`src/i2c_port_pkg.sv`:
```
// Constants, types and carriers shared by the serial port files.
// Assumes a 200 MHz pclk and an APB master with 32-bit data.
package i2c_port_pkg;

    // =========================================================
    // Register indices (byte address is four times the index)
    localparam logic [9:0] IDX_FLAGS = 10'h00c;
    localparam logic [9:0] IDX_XBUF = 10'h013;
    localparam logic [9:0] IDX_CTL = 10'h014;
    localparam logic [9:0] IDX_ENA = 10'h08c;
    localparam logic [9:0] IDX_STAT = 10'h094;
    localparam logic [9:0] IDX_ADDR = 10'h093;
    localparam logic [9:0] IDX_DIR = 10'h087;

    // =========================================================
    // Field positions
    localparam int CTL_WRITE_COLLISION_FLAG = 7;
    localparam int CTL_OV = 6;
    localparam int CTL_EN = 5;
    localparam int CTL_CKP = 4;
    localparam int ST_DA = 5;
    localparam int ST_P = 4;
    localparam int ST_S = 3;
    localparam int ST_RW = 2;
    localparam int ST_UA = 1;
    localparam int ST_BF = 0;
    localparam int FLG_PORT = 3;
    localparam int DIR_SCL = 0;
    localparam int DIR_SDA = 1;
    localparam logic [7:0] FLG_MASK = 8'h4f;
    localparam logic [7:0] ST_WR_MASK = 8'hc0;

    // =========================================================
    // Reset values
    localparam logic [7:0] CTL_RST = 8'h00;
    localparam logic [7:0] ST_RST = 8'h00;
    localparam logic [7:0] FLG_RST = 8'h00;
    localparam logic [7:0] ENA_RST = 8'h00;
    localparam logic [7:0] ADDR_RST = 8'h00;
    localparam logic [1:0] DIR_RST = 2'h3;

    // =========================================================
    // Modes, address pattern and timing
    typedef enum logic [3:0] {
        MODE_SLV7 = 4'h6,
        MODE_SLV10 = 4'h7,
        MODE_MASTER = 4'h8,
        MODE_FWMASTER = 4'hb,
        MODE_SLV7_SP = 4'he,
        MODE_SLV10_SP = 4'hf
    } mode_e;
    localparam logic [4:0] TEN_BIT_HDR = 5'h1e;
    localparam logic [3:0] BITS_PER_BYTE = 4'h8;
    localparam int CLK_MHZ = 200;
    localparam int FILTER_NS = 50;
    localparam int FILTER_CYC = (FILTER_NS * CLK_MHZ + 999) / 1000;

    typedef enum logic [2:0] {
        PH_IDLE = 3'h0,
        PH_ADDR = 3'h1,
        PH_ACK = 3'h2,
        PH_DATA = 3'h3
    } phase_e;

    // =========================================================
    // APB carriers
    typedef struct packed {
        logic psel;
        logic penable;
        logic pwrite;
        logic [11:0] paddr;
        logic [31:0] pwdata;
    } apb_req_s;

    typedef struct packed {
        logic pready;
        logic pslverr;
        logic [31:0] prdata;
    } apb_rsp_s;

endpackage

```
`src/i2c_slave_serial_port.sv`:
```
// Two-wire slave logic of the synchronous serial port with APB registers.
// Assumes external pull-ups on both lines and an APB master on pclk.
//
// Implementation choice: register access over APB.
`timescale 1ns/1ps
module i2c_slave_serial_port (
    input wire logic pclk,
    input wire logic presetn,
    input wire i2c_port_pkg::apb_req_s apb_req,
    output i2c_port_pkg::apb_rsp_s apb_rsp,
    input wire logic scl_in,
    input wire logic sda_in,
    output logic scl_out,
    output logic scl_oe,
    output logic sda_out,
    output logic sda_oe
);
    typedef struct packed {
        logic pready;
        logic pslverr;
        logic [31:0] prdata;
        logic [7:0] ctl;
        logic [7:0] st;
        logic [7:0] flg;
        logic [7:0] ena;
        logic [7:0] addr;
        logic [7:0] xbuf;
        logic [1:0] dir;
        logic [7:0] sr;
        logic [3:0] cnt;
        i2c_port_pkg::phase_e ph;
        logic lo;
        logic hi_ok;
        logic ua_pend;
        logic tx;
        logic ack;
        logic hold;
        logic scl_p;
        logic sda_p;
        logic scl_oe;
        logic sda_oe;
        logic [8:0] baud;
        logic mclk;
    } dev_s;

    dev_s q;
    dev_s n;
    logic scl_f;
    logic sda_f;

    // =========================================================
    // Input conditioning
    // Same filter length serves both bus speeds
    glitch_filter #(
        .CYC(i2c_port_pkg::FILTER_CYC)
    ) u_scl_filter (
        .pclk(pclk),
        .presetn(presetn),
        .din(scl_in),
        .dout(scl_f)
    );

    glitch_filter #(
        .CYC(i2c_port_pkg::FILTER_CYC)
    ) u_sda_filter (
        .pclk(pclk),
        .presetn(presetn),
        .din(sda_in),
        .dout(sda_f)
    );

    // =========================================================
    // Next-state logic
    logic access;
    logic wr;
    logic rd;
    logic [9:0] idx;
    logic [9:0] sidx;
    logic [7:0] wd;
    logic rise;
    logic fall;
    logic start;
    logic stop;
    logic en;
    logic [3:0] mode;
    logic slv;
    logic ten;
    logic sp_irq;
    logic match;
    logic bf;
    logic ov;

    always_comb begin
        n = q;
        idx = apb_req.paddr[11:2];
        sidx = apb_req.paddr[11:2];
        wd = apb_req.pwdata[7:0];
        access = apb_req.psel & apb_req.penable & q.pready;
        // An access answered with an error changes nothing
        wr = access & apb_req.pwrite & ~q.pslverr;
        rd = access & ~apb_req.pwrite & ~q.pslverr;
        match = 1'b0;
        bf = q.st[i2c_port_pkg::ST_BF];
        ov = q.ctl[i2c_port_pkg::CTL_OV];

        // Answer one cycle after setup; data captured at setup
        n.pready = apb_req.psel & ~apb_req.penable;
        n.pslverr = 1'b0;
        n.prdata = '0;
        if (apb_req.psel & ~apb_req.penable) begin
            if (apb_req.paddr[1:0] != 2'h0) begin
                n.pslverr = 1'b1;
            end else if (sidx == i2c_port_pkg::IDX_FLAGS) begin
                n.prdata[7:0] = q.flg;
            end else if (sidx == i2c_port_pkg::IDX_XBUF) begin
                n.prdata[7:0] = q.xbuf;
            end else if (sidx == i2c_port_pkg::IDX_CTL) begin
                n.prdata[7:0] = q.ctl;
            end else if (sidx == i2c_port_pkg::IDX_ENA) begin
                n.prdata[7:0] = q.ena;
            end else if (sidx == i2c_port_pkg::IDX_STAT) begin
                n.prdata[7:0] = q.st;
            end else if (sidx == i2c_port_pkg::IDX_ADDR) begin
                n.prdata[7:0] = q.addr;
            end else if (sidx == i2c_port_pkg::IDX_DIR) begin
                n.prdata[1:0] = q.dir;
            end else begin
                n.pslverr = 1'b1;
            end
        end

        // Software writes first, so hardware sets below win
        if (wr) begin
            if (idx == i2c_port_pkg::IDX_FLAGS) begin
                n.flg = wd & i2c_port_pkg::FLG_MASK;
            end else if (idx == i2c_port_pkg::IDX_XBUF) begin
                n.xbuf = wd;
            end else if (idx == i2c_port_pkg::IDX_CTL) begin
                n.ctl = wd;
                if (wd[i2c_port_pkg::CTL_CKP] && q.tx) begin
                    n.hold = 1'b0;
                end
            end else if (idx == i2c_port_pkg::IDX_ENA) begin
                n.ena = wd & i2c_port_pkg::FLG_MASK;
            end else if (idx == i2c_port_pkg::IDX_STAT) begin
                n.st = (q.st & ~i2c_port_pkg::ST_WR_MASK)
                     | (wd & i2c_port_pkg::ST_WR_MASK);
            end else if (idx == i2c_port_pkg::IDX_ADDR) begin
                n.addr = wd;
                n.st[i2c_port_pkg::ST_UA] = 1'b0;
                if (q.st[i2c_port_pkg::ST_UA]) begin
                    n.hold = 1'b0;
                end
            end else if (idx == i2c_port_pkg::IDX_DIR) begin
                n.dir = wd[1:0];
            end
        end
        if (rd && idx == i2c_port_pkg::IDX_XBUF) begin
            n.st[i2c_port_pkg::ST_BF] = 1'b0;
        end

        // Bus events from filtered lines
        n.scl_p = scl_f;
        n.sda_p = sda_f;
        rise = scl_f & ~q.scl_p;
        fall = ~scl_f & q.scl_p;
        start = q.scl_p & scl_f & q.sda_p & ~sda_f;
        stop = q.scl_p & scl_f & ~q.sda_p & sda_f;

        en = q.ctl[i2c_port_pkg::CTL_EN];
        mode = q.ctl[3:0];
        slv = (mode == i2c_port_pkg::MODE_SLV7) || (mode == i2c_port_pkg::MODE_SLV10)
            || (mode == i2c_port_pkg::MODE_SLV7_SP) || (mode == i2c_port_pkg::MODE_SLV10_SP);
        ten = (mode == i2c_port_pkg::MODE_SLV10) || (mode == i2c_port_pkg::MODE_SLV10_SP);
        sp_irq = (mode == i2c_port_pkg::MODE_SLV7_SP) || (mode == i2c_port_pkg::MODE_SLV10_SP)
            || (mode == i2c_port_pkg::MODE_FWMASTER);

        if (!en) begin
            // Disabled port forgets the transfer and lets go of the bus
            n.ph = i2c_port_pkg::PH_IDLE;
            n.hold = 1'b0;
            n.ack = 1'b0;
            n.tx = 1'b0;
            n.lo = 1'b0;
            n.hi_ok = 1'b0;
            n.ua_pend = 1'b0;
            n.st[i2c_port_pkg::ST_S] = 1'b0;
            n.st[i2c_port_pkg::ST_P] = 1'b0;
            n.mclk = 1'b1;
            n.baud = '0;
        end else begin
            // Start and stop tracking for every mode
            if (start) begin
                n.st[i2c_port_pkg::ST_S] = 1'b1;
                n.st[i2c_port_pkg::ST_P] = 1'b0;
                if (sp_irq) begin
                    n.flg[i2c_port_pkg::FLG_PORT] = 1'b1;
                end
            end
            if (stop) begin
                n.st[i2c_port_pkg::ST_P] = 1'b1;
                n.st[i2c_port_pkg::ST_S] = 1'b0;
                if (sp_irq) begin
                    n.flg[i2c_port_pkg::FLG_PORT] = 1'b1;
                end
            end

            if (slv) begin
                case (q.ph)
                    i2c_port_pkg::PH_ADDR, i2c_port_pkg::PH_DATA: begin
                        if (rise) begin
                            n.sr = {q.sr[6:0], sda_f};
                            n.cnt = q.cnt + 4'h1;
                        end
                        if (fall && q.cnt == i2c_port_pkg::BITS_PER_BYTE) begin
                            n.ua_pend = 1'b0;
                            if (q.ph == i2c_port_pkg::PH_DATA) begin
                                match = 1'b1;
                            end else if (!ten) begin
                                match = q.sr[7:1] == q.addr[7:1];
                            end else if (q.lo) begin
                                // Low byte of a ten-bit address uses all bits
                                match = q.sr == q.addr;
                                n.ua_pend = match;
                                n.hi_ok = match;
                                n.lo = 1'b0;
                            end else if (q.sr[7:3] == i2c_port_pkg::TEN_BIT_HDR) begin
                                // High byte, direction excluded from compare
                                match = q.sr[7:1] == q.addr[7:1];
                                if (q.sr[0]) begin
                                    match = match & q.hi_ok;
                                end else begin
                                    n.lo = match;
                                    n.ua_pend = match;
                                end
                            end
                            if (match) begin
                                if (bf) begin
                                    n.ctl[i2c_port_pkg::CTL_OV] = 1'b1;
                                end else begin
                                    n.xbuf = q.sr;
                                    n.st[i2c_port_pkg::ST_BF] = 1'b1;
                                end
                                n.ack = ~bf & ~ov;
                                n.st[i2c_port_pkg::ST_DA] = q.ph == i2c_port_pkg::PH_DATA;
                                if (q.ph == i2c_port_pkg::PH_ADDR) begin
                                    n.st[i2c_port_pkg::ST_RW] = q.sr[0];
                                    n.tx = q.sr[0];
                                end
                                n.ph = i2c_port_pkg::PH_ACK;
                            end else begin
                                n.ph = i2c_port_pkg::PH_IDLE;
                            end
                            n.cnt = '0;
                        end
                    end
                    i2c_port_pkg::PH_ACK: begin
                        if (fall) begin
                            n.flg[i2c_port_pkg::FLG_PORT] = 1'b1;
                            n.ack = 1'b0;
                            if (q.ua_pend) begin
                                n.st[i2c_port_pkg::ST_UA] = 1'b1;
                                n.hold = 1'b1;
                            end
                            if (q.tx) begin
                                // Stretch until software readies transmit data
                                n.hold = 1'b1;
                                n.ctl[i2c_port_pkg::CTL_CKP] = 1'b0;
                                n.ph = i2c_port_pkg::PH_IDLE;
                            end else if (q.lo) begin
                                n.ph = i2c_port_pkg::PH_ADDR;
                            end else begin
                                n.ph = i2c_port_pkg::PH_DATA;
                            end
                        end
                    end
                    default: begin
                    end
                endcase
                if (start) begin
                    n.ph = i2c_port_pkg::PH_ADDR;
                    n.cnt = '0;
                    n.lo = 1'b0;
                    n.ack = 1'b0;
                    n.tx = 1'b0;
                end
                if (stop) begin
                    n.ph = i2c_port_pkg::PH_IDLE;
                    n.hi_ok = 1'b0;
                    n.lo = 1'b0;
                    n.ack = 1'b0;
                    n.tx = 1'b0;
                end
            end else begin
                n.ph = i2c_port_pkg::PH_IDLE;
                n.ack = 1'b0;
                n.hold = 1'b0;
            end

            // Bus clock generator: half period is 2*(addr+1) cycles
            if (mode == i2c_port_pkg::MODE_MASTER) begin
                if (q.baud == '0) begin
                    n.baud = {q.addr, 1'b1};
                    n.mclk = ~q.mclk;
                end else begin
                    n.baud = q.baud - 9'h001;
                end
            end else begin
                n.mclk = 1'b1;
                n.baud = '0;
            end
        end

        // Open-drain drive: only a low is ever driven
        if (!en) begin
            n.scl_oe = 1'b0;
            n.sda_oe = 1'b0;
        end else if (mode == i2c_port_pkg::MODE_FWMASTER) begin
            n.scl_oe = ~q.dir[i2c_port_pkg::DIR_SCL];
            n.sda_oe = ~q.dir[i2c_port_pkg::DIR_SDA];
        end else if (mode == i2c_port_pkg::MODE_MASTER) begin
            n.scl_oe = ~n.mclk;
            n.sda_oe = 1'b0;
        end else begin
            n.scl_oe = n.hold;
            n.sda_oe = n.ack;
        end
    end

    // =========================================================
    // State register; reset drops the port and any transfer
    always_ff @(posedge pclk or negedge presetn) begin
        if (!presetn) begin
            q <= '0;
            q.ctl <= i2c_port_pkg::CTL_RST;
            q.st <= i2c_port_pkg::ST_RST;
            q.flg <= i2c_port_pkg::FLG_RST;
            q.ena <= i2c_port_pkg::ENA_RST;
            q.addr <= i2c_port_pkg::ADDR_RST;
            q.dir <= i2c_port_pkg::DIR_RST;
            q.scl_p <= 1'b1;
            q.sda_p <= 1'b1;
            q.mclk <= 1'b1;
        end else begin
            q <= n;
        end
    end

    // =========================================================
    // Outputs straight from the state register
    assign apb_rsp.pready = q.pready;
    assign apb_rsp.pslverr = q.pslverr;
    assign apb_rsp.prdata = q.prdata;
    assign scl_oe = q.scl_oe;
    assign sda_oe = q.sda_oe;
    // Both output values are always low, enabled or not; pull-ups give the high level
    assign scl_out = 1'b0;
    assign sda_out = 1'b0;
endmodule

```
`src/glitch_filter.sv`:
```
// Two-flop synchroniser followed by a stability filter for one pin.
// Assumes the pin idles high; output changes only after a stable run.
`timescale 1ns/1ps
module glitch_filter #(
    parameter int CYC = 10
) (
    input wire logic pclk,
    input wire logic presetn,
    input wire logic din,
    output logic dout
);
    localparam int CW = $clog2(CYC + 1);

    typedef struct packed {
        logic s1;
        logic s2;
        logic level;
        logic [CW-1:0] cnt;
    } flt_s;

    flt_s q;
    flt_s n;

    // =========================================================
    // Filter: a pulse shorter than CYC cycles never reaches dout
    always_comb begin
        n = q;
        n.s1 = din;
        n.s2 = q.s1;
        if (q.s2 == q.level) begin
            n.cnt = '0;
        end else if (q.cnt == CW'(CYC - 1)) begin
            n.level = q.s2;
            n.cnt = '0;
        end else begin
            n.cnt = q.cnt + CW'(1);
        end
    end

    // Idle-high reset avoids a false edge after release
    always_ff @(posedge pclk or negedge presetn) begin
        if (!presetn) begin
            q <= '{s1: 1'b1, s2: 1'b1, level: 1'b1, cnt: '0};
        end else begin
            q <= n;
        end
    end

    assign dout = q.level;
endmodule

```
`config.mk`:
```
export PLATFORM = sky130hd
export DESIGN_NAME = i2c_slave_serial_port
export DESIGN_NICKNAME = d
export VERILOG_FILES = /design/src/i2c_port_pkg.sv /design/src/i2c_slave_serial_port.sv /design/src/glitch_filter.sv
export SDC_FILE = /design/constraint.sdc
export NUM_CORES = 1
export LEC_CHECK = 0
export BUFFER_PORTS_ARGS = -buffer_cell sky130_fd_sc_hd__buf_2
export CAP_MARGIN = 20
export CELL_PAD_IN_SITES_DETAIL_PLACEMENT = 1
export CELL_PAD_IN_SITES_GLOBAL_PLACEMENT = 2
export CORE_AREA = 2 2 106 185
export DETAILED_ROUTE_END_ITERATION = 12
export DIE_AREA = 0 0 108 187
export PLACE_DENSITY_LB_ADDON = 0.15
export SYNTH_ARGS = -nofsm -noshare
export SYNTH_HDL_FRONTEND = slang
export SYNTH_SLANG_ARGS = --single-unit
```
`constraint.sdc`:
```
create_clock -name pclk -period 3.5 [get_ports pclk]
set_input_delay 0.525 -clock pclk [delete_from_list [all_inputs] [get_ports pclk]]
set_output_delay 0.525 -clock pclk [all_outputs]
set_load 0.1 [all_outputs]
```
==> summary.md <==
| Metric | Value |
|---|---|
| Status | `finished, final reports clean` |
| DRT iter0 DRCs | `187` |
| Final Max Tran Viols | `0` |
| Initial Utilization | `0.2915` |
| Root buffer cell | `clkbuf_16` |
| Initial antenna violation count | `0` |
| Filler cell count | `2128` |
| H-tree levels | `3` |
| Ports | `89` |
| Final setup vio count | `0` |
| # DRC | `0` |
| GRT Total Usage | `0.1719` |
| ANT nets after route | `0` |
| P_leak | `2.699 nW` |
| Port Buffers | `38` |
| Max Clock Freq | `0.3964 GHz` |
| EDFF count, synth | `0` |
| Antenna Cells | `0` |
| Die H | `187 um` |
| Drt pass-1 iters | `4` |
| Layout overhead on the synthesized area | `11.54%` |
| Endpoint type of the worst setup path | `flop` |
| Most frequent cell after synthesis | `dfrtp_1` |
| Reg clk slew, reported paths | `0.08 ns` |
| Num Clock Sinks | `102` |
| Number of max-cap violations | `0` |
| Share of layout cells above drive strength 1 | `0.2721` |
| Post-CTS Resized | `0` |
| Startpoint types | `flop` |
| RSZ-0062 raised after global routing | `no` |
| Worst skew pair latency | `0.36 ns` |
| Largest net degree at the start of global routing | `101` |
| Number of global-route vias before repair | `4421` |
| YS warnings | `0` |
| Fin util | `0.3251` |
| Global-route wire length before repair | `25920 um` |
| Grt total ovfl | `0` |
| Final wirelength | `16400 um` |
| Final Critical Period | `2.523 ns` |
| Synth top area share | `0.4142` |
| Distinct cells, synth | `68` |
| DIE WIDTH | `108 um` |
| Reg area | `0.002566 mm2` |
| Via-to-Cell Ratio | `5.043` |
| Clk buf depth | `2` |
| Synth area leader | `dfrtp_1` |
| Register area share after synthesis | `0.4668` |
| Period utilization | `0.7208` |
| Slew headroom | `0.4535` |
| Via count | `4014` |
| Mapped Cells | `517` |
| Rows | `67` |
| Final net count | `606` |
| Setup CP Type | `reg2reg` |
| WP data required | `3.73 ns` |
| Syn avg cell area | `10.63 um2` |
| Final Hold Viols | `0` |
| Crit Path Max Fanout | `14` |
| Yosys reg bits | `102` |
| Worst VDD drop | `0.1764 mV` |
| Post-CTS Setup Bufs | `0` |
| Core area | `0.01886 mm2` |
| Area of the multi-input gates | `0.002615 mm2` |
| DIE AREA | `0.02020 mm2` |
| CTS tree | `built` |
| Worst R2R Start | `q[1]` |
| Crit. Startpoint | `q[1]` |
| Worst-margin pin slew | `0.8135 ns` |
| Global placement routability congestion | `0.7806` |
| Worst hold start | `scl_in` |
| PwrDens | `404.9 mW/mm2` |
| Commonest cells post-synth | `dfrtp_1 (91), mux2_2 (57), buf_4 (36)` |
| TNS Setup | `0 ns` |
| Synth Cell Area | `0.005498 mm2` |
| Dpl hpwl | `12480 um` |
| Synth top area cells | `dfrtp_1 (41%), mux2_2 (12%), dfstp_2 (5.3%)` |
| Setup Skew | `0.01020 ns` |
| Hold Crit Class | `in2reg` |
| Primary FF master, synth | `dfrtp_1` |
| Routed len/inst | `20.60 um` |
| Hold_buf cts | `1` |
| Synth async-reset ratio | `1.000` |
| Total CTS buffers | `9` |
| Worst Path Arrival | `2.76 ns` |
[registers in the layout (all words and copies together) (netlist names), 4 cells and up]
name / flops
mode: 4
u_scl_filter.q: 5
u_sda_filter.q: 5
apb_rsp: 10
q: 69
[layout make-up]
| class | count | share of cell area |
|---|---|---|
| inverters | 16 | 0.009794 |
| clock inverters | 7 | 0.01204 |
| multi-input cells | 372 | 0.4264 |
| flip-flops and latches | 102 | 0.4185 |
| clock buffers | 9 | 0.03673 |
| well taps | 241 | 0.04917 |
| repair buffers | 49 | 0.04734 |
[cells in the final DEF, fill, tap and decap left out, types with 3 or more instances in the layout]
cell / count
mux2i_1: 7
nor2_1: 35
a221oi_1: 3
or2_2: 3
dfrtp_1: 91
buf_2: 37
a21oi_1: 25
nand2_1: 30
a211oi_1: 4
xor2_1: 7
a22oi_1: 10
clkbuf_16: 9
nand4b_1: 3
and3b_1: 3
conb_1: 26
xnor2_1: 15
o221ai_1: 3
a31oi_1: 4
nand2b_1: 5
o21ai_0: 19
nand3b_1: 4
dfstp_2: 11
nor3b_1: 5
or3_1: 5
nand4_1: 9
nand3_1: 13
inv_1: 15
o41ai_1: 3
and3_1: 6
nor3_1: 13
mux2_2: 57
buf_4: 10
inv_6: 3
and2_1: 5
ha_1: 5
[power breakdown]
group / internal (mW) / leakage (nW) / switching [mW]
combinational: 0.0397 / 1.19 / 0.202
sequential: 1.20 / 1.36 / 0.0202
clock: 0.508 / 0.148 / 0.513
total: 1.75 / 2.70 / 0.736
[worst max-delay path, stage by stage (launching register included)]
cell	delay, ns
dfrtp_1	0.40
inv_1	0.06
ha_1	0.21
or4b_4	0.51
or3_1	0.36
buf_4	0.20
xnor2_2	0.24
o21ai_1	0.14
o221a_1	0.27
[path summary, 6_finish.rpt]
check                      cells past startpoint                end  slack (ns)
max                                            8             scl_oe        0.98
min                                            1  u_scl_filter.n[5]        0.26
max reg2reg                                    8             scl_oe        0.98
min reg2reg                                    0  u_scl_filter.q[5]        0.36
max in group asynchronous                      3             sda_oe        2.25
min in group asynchronous                      2  u_scl_filter.q[3]        0.49
[stage by stage]
step | cells | hold slack, ns | power, mW | setup WS, ns | cell area (um2)
after floorplan | 542 | 0.2294 | 1.437 | 1.425 | 5592
after global placement | 779 | 0.3228 | 1.481 | 0.9647 | 5823
after detailed placement | 779 | 0.3248 | 1.488 | 0.9384 | 5823
after CTS | 796 | 0.2437 | 2.531 | 0.9159 | 6132
after global routing | 796 | 0.2452 | 2.592 | 0.8529 | 6132
final | 796 | 0.2575 | 2.483 | 0.9771 | 6132
[kinds of logic after synthesis]
family	count (synthesis)	share of synthesized area
multiplexers	64	0.1295
flip-flops	102	0.4668
AO/OA/AOI/OAI	94	0.1122
buffers and inverters	68	0.07464
XOR/XNOR	23	0.03801
adder cells (fa/ha/maj)	5	0.01138
other	1	0.0006821
AND/OR/NAND/NOR	160	0.1668
[routing by layer]
layer,GRT usage,vias up,share of wire
li1,-,1881,-
met1,0.1855,2061,0.37
met2,0.3297,55,0.58
met3,0.02718,17,0.022
met4,0.05769,0,0.021
met5,0,-,0
Power figures use the tool's default switching activity.
